`src/logic/mrhs_pkg.sv`:
```
/*
 * Package of constants for the module reset and hibernate sequencer.
 * Assumes a single 10 MHz core clock; intervals are counted in ms ticks, except the image load, counted in 10 us ticks.
 */
package mrhs_pkg;
   // ************************************************************
   // Clock and timing
   // ************************************************************
   localparam int unsigned CLK_HZ          = 10_000_000;
   localparam int unsigned MS_PER_S        = 1000;
   localparam int unsigned CYC_PER_MS      = CLK_HZ / MS_PER_S;
   localparam int unsigned RESET_MIN_MS    = 5;
   localparam int unsigned ROM_INIT_MS     = 1100;
   // Load time is image_kb * 6 / 100 ms, done in 10 us steps
   localparam int unsigned LOAD_NUM_10US   = 6;
   localparam int unsigned CYC_PER_10US    = CLK_HZ / 100_000;
   localparam int unsigned HIB_WAKE_MS     = 50;
   localparam int unsigned HIB_PATCH_MS    = 75;
   localparam int unsigned HIB_CAL_MS      = 200;
   localparam int unsigned CAL_TEMP_DEG_C  = 20;
   localparam int unsigned CAL_AGE_HOURS   = 24;
   localparam int unsigned SEC_PER_HOUR    = 3600;
   localparam int unsigned CAL_AGE_S       = CAL_AGE_HOURS * SEC_PER_HOUR;
   localparam int unsigned XTAL_HZ_X1000   = 32_768_000;
   localparam int unsigned IMG_KB_W        = 12;
   localparam int unsigned TEMP_W          = 8;
   localparam int unsigned MS_CNT_W        = 12;

   // ************************************************************
   // Sequencer states
   // ************************************************************
   typedef enum logic [2:0] {
      MRHS_OFF,
      MRHS_HW_WAKE,
      MRHS_ROM_INIT,
      MRHS_IMG_LOAD,
      MRHS_READY,
      MRHS_HIBERNATE,
      MRHS_HIB_WAKE
   } mrhs_state_e;
endpackage

```
`src/logic/mrhs_seq.sv`:
```
/*
 * Module reset and hibernate wake sequencer, device side.
 * Assumes the host drives the reset and hibernate pins synchronous to CORE_CLK_I.
 */
`timescale 1ns/10ps
module mrhs_seq
   import mrhs_pkg::*;
#(
   parameter int unsigned ROM_INIT_MS_P = ROM_INIT_MS,
   parameter int unsigned CYC_PER_MS_P  = CYC_PER_MS,
   parameter int unsigned CYC_10US_P    = CYC_PER_10US,
   parameter int unsigned CAL_AGE_MS_P  = CAL_AGE_S * MS_PER_S
) (
   // Clock and reset
   input  wire logic                CORE_CLK_I,
   input  wire logic                RESET_I,
   // Host pins
   input  wire logic                MODULE_RESET_LOW_PIN_I,
   input  wire logic                HIBERNATE_CONTROL_LOW_PIN_I,
   // Supply events
   input  wire logic                BROWNOUT_I,
   input  wire logic                BLACKOUT_I,
   // Boot conditions
   input  wire logic [IMG_KB_W-1:0] IMAGE_KB_I,
   input  wire logic                PATCH_PENDING_I,
   input  wire logic [TEMP_W-1:0]   TEMP_DEG_C_I,
   input  wire logic                XTAL_KEEP_DISABLE_I,
   // Status
   output logic                     READY_O,
   output logic                     HIBERNATE_O,
   output logic                     XTAL_EN_O,
   output logic                     CAL_ACTIVE_O,
   output logic                     RUNNING_O
);
   // ************************************************************
   // Declarations
   // ************************************************************
   mrhs_state_e         state_r;
   logic [MS_CNT_W-1:0] ms_r;
   logic [MS_CNT_W-1:0] limit_r;
   logic [IMG_KB_W+3:0] load_r;
   logic [TEMP_W-1:0]   cal_temp_r;
   logic [31:0]         cal_age_ms_r;
   logic                ms_tick;
   logic                us10_tick;
   logic                run;
   logic                reset_held;
   logic                hib_req;
   logic                cal_due;

   initial begin
      if (ROM_INIT_MS_P >= (1 << MS_CNT_W)) $error("mrhs_seq: ROM_INIT_MS_P too large");
      if (CYC_PER_MS_P < 2 || CYC_10US_P < 2) $error("mrhs_seq: clock counts too small");
      if (ROM_INIT_MS_P < 1) $error("mrhs_seq: ROM_INIT_MS_P must be at least 1");
      if (CAL_AGE_MS_P < 1) $error("mrhs_seq: CAL_AGE_MS_P must be at least 1");
      if (HIB_CAL_MS >= (1 << MS_CNT_W)) $error("mrhs_seq: wake count too wide");
   end

   // ************************************************************
   // Functions
   // ************************************************************
   function automatic logic [TEMP_W-1:0] absdiff(input logic [TEMP_W-1:0] a,
                                                input logic [TEMP_W-1:0] b);
      absdiff = (a > b) ? a - b : b - a;
   endfunction

   // Image load length in 10 us steps
   function automatic logic [IMG_KB_W+3:0] load_steps(input logic [IMG_KB_W-1:0] kb);
      load_steps = kb * (IMG_KB_W+4)'(LOAD_NUM_10US);
   endfunction

   assign reset_held = !MODULE_RESET_LOW_PIN_I;
   assign hib_req    = !HIBERNATE_CONTROL_LOW_PIN_I;
   assign run        = (state_r == MRHS_HW_WAKE) || (state_r == MRHS_ROM_INIT)
                    || (state_r == MRHS_HIB_WAKE);
   assign cal_due    = (absdiff(TEMP_DEG_C_I, cal_temp_r) > TEMP_W'(CAL_TEMP_DEG_C))
                    || (cal_age_ms_r >= 32'(CAL_AGE_MS_P));

   // ************************************************************
   // Dividers
   // ************************************************************
   mrhs_tick #(.DIV(CYC_PER_MS_P)) u_ms (
      .clk_i  (CORE_CLK_I),
      .rst_i  (RESET_I),
      .run_i  (run),
      .tick_o (ms_tick)
   );

   mrhs_tick #(.DIV(CYC_10US_P)) u_us10 (
      .clk_i  (CORE_CLK_I),
      .rst_i  (RESET_I),
      .run_i  (state_r == MRHS_IMG_LOAD),
      .tick_o (us10_tick)
   );

   // ************************************************************
   // Sequencer
   // ************************************************************
   always_ff @(posedge CORE_CLK_I or posedge RESET_I) begin
      if (RESET_I) begin
         state_r <= MRHS_OFF;
         ms_r    <= '0;
         limit_r <= '0;
         load_r  <= '0;
      end else if (reset_held || BLACKOUT_I) begin
         state_r <= MRHS_OFF;
         ms_r    <= '0;
      end else begin
         case (state_r)
            MRHS_OFF: begin
               state_r <= MRHS_HW_WAKE;
               ms_r    <= '0;
            end
            MRHS_HW_WAKE: begin
               state_r <= MRHS_ROM_INIT;
               ms_r    <= '0;
            end
            MRHS_ROM_INIT: begin
               if (ms_tick) begin
                  if (ms_r == MS_CNT_W'(ROM_INIT_MS_P - 1)) begin
                     state_r <= MRHS_IMG_LOAD;
                     ms_r    <= '0;
                     load_r  <= load_steps(IMAGE_KB_I);
                  end else begin
                     ms_r <= ms_r + 1'b1;
                  end
               end
            end
            MRHS_IMG_LOAD: begin
               if (load_r == '0) begin
                  state_r <= MRHS_READY;
               end else if (us10_tick) begin
                  load_r <= load_r - 1'b1;
               end
            end
            MRHS_READY: begin
               if (hib_req) begin
                  state_r <= MRHS_HIBERNATE;
               end else if (BROWNOUT_I) begin
                  state_r <= MRHS_OFF;
               end
            end
            MRHS_HIBERNATE: begin
               if (!hib_req) begin
                  state_r <= MRHS_HIB_WAKE;
                  ms_r    <= '0;
                  if (cal_due) begin
                     limit_r <= MS_CNT_W'(HIB_CAL_MS - 1);
                  end else if (PATCH_PENDING_I) begin
                     limit_r <= MS_CNT_W'(HIB_PATCH_MS - 1);
                  end else begin
                     limit_r <= MS_CNT_W'(HIB_WAKE_MS - 1);
                  end
               end
            end
            MRHS_HIB_WAKE: begin
               if (ms_tick) begin
                  if (ms_r == limit_r) begin
                     state_r <= MRHS_IMG_LOAD;
                     ms_r    <= '0;
                     load_r  <= load_steps(IMAGE_KB_I);
                  end else begin
                     ms_r <= ms_r + 1'b1;
                  end
               end
            end
            default: state_r <= MRHS_OFF;
         endcase
      end
   end

   // ************************************************************
   // Calibration record
   // ************************************************************
   always_ff @(posedge CORE_CLK_I or posedge RESET_I) begin
      if (RESET_I) begin
         cal_temp_r   <= '0;
         cal_age_ms_r <= '0;
      end else if (state_r == MRHS_HIBERNATE && !hib_req && cal_due) begin
         cal_temp_r   <= TEMP_DEG_C_I;
         cal_age_ms_r <= '0;
      end else if (state_r == MRHS_OFF) begin
         cal_temp_r   <= TEMP_DEG_C_I;
         cal_age_ms_r <= '0;
      end else if (ms_tick && cal_age_ms_r != '1) begin
         cal_age_ms_r <= cal_age_ms_r + 1'b1;
      end
   end

   // ************************************************************
   // Status outputs
   // ************************************************************
   always_ff @(posedge CORE_CLK_I or posedge RESET_I) begin
      if (RESET_I) begin
         READY_O      <= 1'b0;
         HIBERNATE_O  <= 1'b0;
         XTAL_EN_O    <= 1'b0;
         CAL_ACTIVE_O <= 1'b0;
         RUNNING_O    <= 1'b0;
      end else begin
         READY_O      <= (state_r == MRHS_READY);
         HIBERNATE_O  <= (state_r == MRHS_HIBERNATE);
         XTAL_EN_O    <= (state_r != MRHS_OFF)
                      && !(state_r == MRHS_HIBERNATE && XTAL_KEEP_DISABLE_I);
         CAL_ACTIVE_O <= (state_r == MRHS_HIB_WAKE)
                      && (limit_r == MS_CNT_W'(HIB_CAL_MS - 1));
         RUNNING_O    <= run || (state_r == MRHS_IMG_LOAD);
      end
   end
endmodule // mrhs_seq

```
`src/logic/mrhs_tick.sv`:
```
/*
 * Tick divider: one-cycle enable pulse every DIV clocks.
 * Assumes the core clock and an asynchronous active-high reset.
 */
`timescale 1ns/10ps
module mrhs_tick #(
   parameter int unsigned DIV = 10000
) (
   // Clock and reset
   input  wire logic clk_i,
   input  wire logic rst_i,
   // Enable pulse
   input  wire logic run_i,
   output logic      tick_o
);
   localparam int unsigned W = (DIV > 1) ? $clog2(DIV) : 1;
   logic [W-1:0] cnt_r;

   initial begin
      if (DIV < 2) $error("mrhs_tick: DIV must be at least 2");
   end

   always_ff @(posedge clk_i or posedge rst_i) begin
      if (rst_i) begin
         cnt_r  <= '0;
         tick_o <= 1'b0;
      end else if (!run_i) begin
         cnt_r  <= '0;
         tick_o <= 1'b0;
      end else if (cnt_r == W'(DIV - 1)) begin
         cnt_r  <= '0;
         tick_o <= 1'b1;
      end else begin
         cnt_r  <= cnt_r + 1'b1;
         tick_o <= 1'b0;
      end
   end
endmodule // mrhs_tick

```
`config.mk`:
```
export PLATFORM = sky130hd
export DESIGN_NAME = mrhs_seq
export DESIGN_NICKNAME = d
export VERILOG_FILES = /design/src/logic/mrhs_pkg.sv /design/src/logic/mrhs_seq.sv /design/src/logic/mrhs_tick.sv
export SDC_FILE = /design/constraint.sdc
export NUM_CORES = 1
export LEC_CHECK = 0
export BUFFER_PORTS_ARGS = -buffer_cell sky130_fd_sc_hd__buf_2
export CORE_MARGIN = 4
export CORE_UTILIZATION = 35
export CTS_BUF_LIST = sky130_fd_sc_hd__clkbuf_8
export CTS_CLUSTER_DIAMETER = 150
export CTS_CLUSTER_SIZE = 10
export DETAILED_ROUTE_END_ITERATION = 8
export GPL_ROUTABILITY_DRIVEN = 0
export REMOVE_ABC_BUFFERS = 1
export SLEW_MARGIN = 20
export SYNTH_ARGS = -nofsm -noshare
export SYNTH_HDL_FRONTEND = slang
export SYNTH_HIERARCHICAL = 1
export SYNTH_SLANG_ARGS = --single-unit
```
`constraint.sdc`:
```
create_clock -name CORE_CLK_I -period 4.2 [get_ports CORE_CLK_I]
set_input_delay 0.21 -clock CORE_CLK_I [delete_from_list [all_inputs] [get_ports CORE_CLK_I]]
set_output_delay 0.21 -clock CORE_CLK_I [all_outputs]
set_load 0.005 [all_outputs]
```
# --- After elaboration in Yosys (flattened, before gate mapping) ---
# Index checks and enable logic that the tools add are counted.
word_totals:
  in_bits: 28
  elab_cells: 117
  output_inout_bits: 5
  regBits: 111
classes:
  magnitude_cmp: 3
  bitwise: 1
  n_reduce_logical: 25
  eq_ne: 25
  mul: 1
  n_mux: 40
  n_addsub: 7
ops:
  columns: ["operator", "count"]
  rows:
  - ["$mux 16", 6]
  - ["$mux 32", 3]
  - ["$mux 12", 6]
  - ["$pmux 12 s4", 1]
  - ["$pmux 16 s3", 1]
  - ["$add 32x1->32 const B", 1]
  - ["$ge 32x27->1 const B", 1]
  - ["$mux 8", 4]
  - ["$ne 32x32->1 const B", 1]
  - ["$mux 14", 2]
  - ["$mux 3", 9]
  - ["$mux 7", 3]
  - ["$pmux 3 s7", 1]
  - ["$logic_not 16->1", 1]
  - ["$sub 16x1->16 const B", 1]
  - ["$sub 8x8->8", 2]
  - ["$add 14x1->14 const B", 1]
  - ["$eq 14x14->1 const B", 1]
  - ["$mul 12x2->14 const B", 1]
  - ["$add 12x1->12 const B", 1]
  - ["$eq 12x11->1 const B", 1]
  - ["$eq 12x12->1", 1]
  - ["$eq 12x8->1 const B", 1]
  - ["$ne 3x1->1 const B", 4]
  - ["other kinds (25)", 48]

# --- Longest topological paths before layout ---
logic_depth:
  word_depth: 6
  mapped_depth: 12
  mapped_depth_nobuf: 11

# --- Modules after synthesis ---
# Netlist, hierarchy kept.
by_module_without_submodules:
  columns: ["mod", "instances", "cells_each", "area_each_um2", "seq_area_each_um2"]
  rows:
  - ["mrhs_seq", 1, 658, 5708.0, 2026.9]
  - ["mrhs_tick (u_ms)", 1, 72, 748.2, 375.4]
  - ["mrhs_tick (u_us10)", 1, 33, 350.3, 200.2]

# --- Worst setup path before layout ---
# Ideal clock, no wire load.
synth_timing:
  path_type: "register to register"
  from: "register cal_temp_r[0]"
  to: "register cal_temp_r[0]"
  setup_ns: 0.126
  arrival_ns: 2.902
  required_time_ns: 4.074
  path_buffers: 1
  synth_period_minus_slack_ns: 3.028
  path_stages_with_launch: 12
  slack_ns: 1.172
  path_cell_list: "dfrtp_1 -> ha_1 -> fa_1 -> and3b_1 -> o21ai_1 -> a21oi_2 -> mux2_1 -> a211oi_1 -> o21ai_2 -> and3_1 -> buf_6 -> a221o_1"
synth_via:
  elab_chain_cells: 6
  elab_cells_between_ends: 9
  classes_between: "add/sub: 2; order compare: 2; mux: 2; reduce/logical: 3"
synth_rtl:
  columns: ["item", "line_no", "source"]
  rows:
  - ["start, declared", "mrhs_seq.sv:42", "logic [TEMP_W-1:0] cal_temp_r;"]
  - ["start signal, assigned", "mrhs_seq.sv:177", "cal_temp_r <= '0;"]
  - ["start signal, assigned", "mrhs_seq.sv:180", "cal_temp_r <= TEMP_DEG_C_I;"]
  - ["start signal, assigned", "mrhs_seq.sv:183", "cal_temp_r <= TEMP_DEG_C_I;"]
  - ["$sub 8x8->8 or $gt 8x8->1 (tied branches)", "mrhs_seq.sv:64", "absdiff = (a > b) ? a - b : b - a;"]
  - ["$mux 8 *", "mrhs_seq.sv:64", null]
  - ["$gt 8x5->1 *", "mrhs_seq.sv:76", "assign cal_due = (absdiff(TEMP_DEG_C_I, cal_temp_r) > TEMP_W'(CAL_TEMP_DEG_C))"]
  - ["$logic_or 1x1->1 *", "mrhs_seq.sv:77", "|| (cal_age_ms_r >= 32'(CAL_AGE_MS_P));"]
  - ["$logic_and 1x1->1 *", "mrhs_seq.sv:179", "end else if (state_r == MRHS_HIBERNATE && !hib_req && cal_due) begin"]
  - ["$mux 8 or $reduce_bool 2->1 (tied branches)", null, null]
# Every way passes the cells marked *; elsewhere a longest branch is shown, timed or not.
# A chain may end at the register's enable or synchronous reset.

# --- Final worst setup path ---
layout_timing:
  from: "register cal_temp_r[0]"
  to: "register cal_age_ms_r[19]"
layout_via:
  elab_chain_cells: 6
  elab_cells_between_ends: 9
  classes_between: "add/sub: 2; order compare: 2; mux: 2; reduce/logical: 3"
layout_rtl:
  columns: ["item", "line_no", "source"]
  rows:
  - ["$sub 8x8->8 or $gt 8x8->1 (tied branches)", "mrhs_seq.sv:64", null]
  - ["$mux 8 *", "mrhs_seq.sv:64", null]
  - ["$gt 8x5->1 *", "mrhs_seq.sv:76", null]
  - ["$logic_or 1x1->1 *", "mrhs_seq.sv:77", null]
  - ["$logic_and 1x1->1 *", "mrhs_seq.sv:179", null]
  - ["$reduce_bool 3->1 (no source line) or $mux 32 (tied branches)", null, null]
  - ["end signal, assigned", "mrhs_seq.sv:186", "cal_age_ms_r <= cal_age_ms_r + 1'b1;"]
  - ["end, declared", "mrhs_seq.sv:43", "logic [31:0] cal_age_ms_r;"]
# Marked as above.

==> Flow_metrics.wiki <==
{| class="wikitable"
! Metric !! Value
|-
| Outcome || completed
|-
| Share of the synthesized area in the top cell type || 38.24%
|-
| Largest incremental delay on the critical path || around 0.43 ns
|-
| Worst setup SP type || flop
|-
| CTS Buffer Depth || 2
|-
| DP Worst Slack || between 0.9 and 1 ns
|-
| Fraction of layout cells with a size suffix above 1 || between 10% and 20%
|-
| Iteration-0 DRC Markers || 278
|-
| Worst path required time || around 4.5 ns
|-
| Number of storage elements in the synthesis netlist || 104
|-
| Shortest clock period the worst path allows after layout || 3.298 ns
|-
| Final Setup Violations || 0
|-
| Initial Utilization || 36.03%
|-
| Insertion delay of the later-clocked pin in the worst-skew pair || 0.39 ns
|-
| Startpoint-to-endpoint class of the critical path || flop to flop
|-
| Number of global-route vias before repair || 5,116
|-
| Register area share after synthesis || 38.24%
|-
| Cell type with the largest total area after synthesis || sky130_fd_sc_hd__dfrtp_1
|-
| Number of enable flip-flop cells after synthesis || 0
|-
| Cells after synthesis || 763
|-
| Chip width || 147.5 um
|-
| Final number of max-transition violations || 0
|-
| Maximum clock rate || just over 0.3 GHz
|-
| Total Nets Final || 855
|-
| Global router's overall resource usage || about 14%
|-
| Ratio of final minimum period to clock period || 78.52%
|-
| Root buffer selected by CTS || sky130_fd_sc_hd__clkbuf_8
|-
| Unrepaired setup endpoints after global routing || false
|-
| Max capacitance violation total || 0
|-
| Category of the worst setup path capture point || flop
|-
| CP top delay family || compound AO/OA/AOI/OAI gates
|-
| Count of unique library cells instantiated by Yosys || 80
|-
| Site row count || 50
|-
| Commonest non-fill, non-tap cell in the layout || sky130_fd_sc_hd__dfrtp_1
|-
| Netlist Area Pre-Place || 6807 um2
|-
| Cell Chain, Critical Path || ha_1, fa_1, and3b_1, o21ai_1, a21oi_2, mux2_1, a211oi_1, o21ai_2, a31oi_4, buf_4, nor3_1
|-
| Fillers || around 1.9k
|-
| Remaining antenna violation count after routing || 0
|-
| Smallest setup slack after layout || roughly 0.9 ns
|-
| Pwr/cell area || 312.3 nW/um2
|-
| Arrival time worst endpoint || around 3.6 ns
|-
| Final HPWL from detailed placement || 10.35 mm
|-
| Die footprint || 21,740 um2
|-
| Drt wl/cell || 13.60 um
|-
| Number of sinks handled by clock tree synthesis || ~100
|-
| Number of optimization iterations in the first detailed-route pass || 4
|-
| Tightest Hold Check Type || input port to flop
|-
| Die H || 147.5 um
|-
| Setup TNS after final layout || 0 ns
|-
| Largest cells by area after synthesis || sky130_fd_sc_hd__dfrtp_1 (38%), sky130_fd_sc_hd__ha_1 (6.4%), sky130_fd_sc_hd__nor2_1 (5.3%)
|-
| Post-DR vias/cell || 5.195
|-
| Worst Max-Slew Pin Slew || about 0.84 ns
|-
| Worst max-slew margin expressed relative to the limit || 43.75%
|-
| Total leakage power || 0.003261 uW
|-
| Worst-path fanout max || 32
|-
| TritonCTS clock tree || done
|-
| Clock slew seen by the registers of the worst setup and hold paths || 0.11 ns
|-
| Synth Warn # || 6
|-
| Port-buffer cells || 32
|-
| CP max stage cell || sky130_fd_sc_hd__dfrtp_1
|-
| Commonest cells after routing, fill and taps aside || sky130_fd_sc_hd__dfrtp_1 (104), sky130_fd_sc_hd__nor2_1 (97), sky130_fd_sc_hd__nand2_1 (54), sky130_fd_sc_hd__inv_1 (50), sky130_fd_sc_hd__a21oi_1 (44)
|-
| Skew final || between 0.01 and 0.015 ns
|-
| Number of antenna repair diodes || 0
|-
| Combined buffer and inverter count along the critical path || 1
|-
| Async SR Flop Fraction || between 90% and 100%
|-
| Final hold violation count || 0
|-
| Pin count of the biggest net entering global routing || 44
|-
| Area growth from synthesis to final layout || 8.566%
|-
| Number of antenna violations at the first check in global routing || 0
|-
| Number of CTS-inserted buffers || 9
|-
| Final Routed Wirelength || 14.33 mm
|-
| Remaining DRCs || 0
|-
| Syn_area_per_cell || 8.921 um2
|-
| Number of buffers added for setup after CTS || 0
|-
| Predominant post-synthesis flop cell || sky130_fd_sc_hd__dfrtp_1
|-
| Remaining Overflow, GRT || 0
|-
| IO Count || 33
|-
| Htree depth || 3
|-
| Core area || roughly 19,000 um2
|-
| Total via count in the routed design || between 5k and 6k
|-
| First-pass GRT wire length || 24.87 mm
|-
| VDD IR-drop max || 0.1440 mV
|}
-- state kept, by name, indices dropped and copies added, names as in the netlist --
name,count
CAL_ACTIVE_O,1
HIBERNATE_O,1
READY_O,1
RUNNING_O,1
XTAL_EN_O,1
cal_age_ms_r,32
cal_temp_r,8
limit_r,5
load_r,16
ms_r,12
state_r,3
u_ms/cnt_r,14
u_ms/tick_o,1
u_us10/cnt_r,7
u_us10/tick_o,1
-- final timing paths --
check	startpoint	end	slack, ns	depth (start not counted)
max	cal_temp_r[0]	cal_age_ms_r[19]	0.90	11
min	PATCH_PENDING_I	limit_r[5]	0.04	2
max reg2reg	cal_temp_r[0]	cal_age_ms_r[19]	0.90	11
min reg2reg	load_r[15]	load_r[15]	0.49	1
max in group asynchronous	RESET_I	cal_age_ms_r[14]	2.72	4
min in group asynchronous	RESET_I	u_us10/cnt_r[3]	0.33	3
-- synth_stat cells (8+ instances only) --
library cell               count
sky130_fd_sc_hd__or3_1        12
sky130_fd_sc_hd__ha_1         35
sky130_fd_sc_hd__nor2_1       97
sky130_fd_sc_hd__nand2b_1      8
sky130_fd_sc_hd__nor3_1       21
sky130_fd_sc_hd__nand2_1      54
sky130_fd_sc_hd__dfrtp_1     104
sky130_fd_sc_hd__xnor2_1      27
sky130_fd_sc_hd__o21ai_0      36
sky130_fd_sc_hd__xor2_1       34
sky130_fd_sc_hd__a21oi_1      44
sky130_fd_sc_hd__nand3_1      29
sky130_fd_sc_hd__nor4_1        9
sky130_fd_sc_hd__clkbuf_1     13
sky130_fd_sc_hd__nand4_1      14
sky130_fd_sc_hd__inv_1        51
sky130_fd_sc_hd__and3_1        8
sky130_fd_sc_hd__o22ai_1      14
-- per-stage QoR --
stage / cell area (um2) / total power [uW] / std cells / hold slack (ns) / utilization [%]
final: 7390 / 2308 / 1054 / 0.04218 / 39.11
after global routing: 7390 / 2461 / 1054 / 0.01878 / 39.11
after CTS: 7390 / 2337 / 1054 / 0.01177 / 39.11
after detailed placement: 7199 / 1728 / 1037 / 0.2027 / 38.11
after global placement: 7199 / 1725 / 1037 / 0.2008 / 38.11
after floorplan: 6675 / 1577 / 740 / 0.02566 / -
-- area by class of cell --
cell class	instances	area, um2	area share [%]
multi-input cells	584	3877	52.47
flip-flops and latches	104	2603	35.22
well taps	260	325.3	4.402
repair buffers	38	207.7	2.811
inverters	52	196.4	2.658
clock buffers	10	137.6	1.863
clock inverters	6	42.54	0.5757
-- report_power, final --
part | switching, uW | total [uW] | internal [uW] | leakage [uW]
clock | 364 | 597 | 233 | 0.0000887
combinational | 341 | 584 | 243 | 0.00177
sequential | 66.5 | 1130 | 1060 | 0.00140
-- routing by layer --
| layer | up-vias | wire length [um] | global-route usage, % |
|---|---|---|---|
| li1 | 2763 | - | - |
| met1 | 2608 | 7399 | 20.30 |
| met2 | 85 | 6169 | 20.25 |
| met3 | 20 | 453 | 1.747 |
| met4 | 0 | 308 | 5.405 |
| met5 | - | 0 | 0 |
-- kinds of logic (layout without fill, tap and decap cells) --
logic type	after synthesis	after routing	share of synthesized area, %
AO/OA/AOI/OAI	180	180	18.07
XOR/XNOR	61	61	7.849
adder cells (fa/ha/maj)	38	38	7.316
buffers and inverters	75	106	4.798
flip-flops	104	104	38.24
multiplexers	8	8	1.195
AND/OR/NAND/NOR	297	297	22.54
-- what timing repair did --
| item | 4_1_cts | 5_1_grt |
|---|---|---|
| gates resized for setup | 0 | 0 |
| endpoints found under the hold margin | 65 | 0 |
| hold buffers | 1 | 0 |
(Power assumes the default switching activity.)
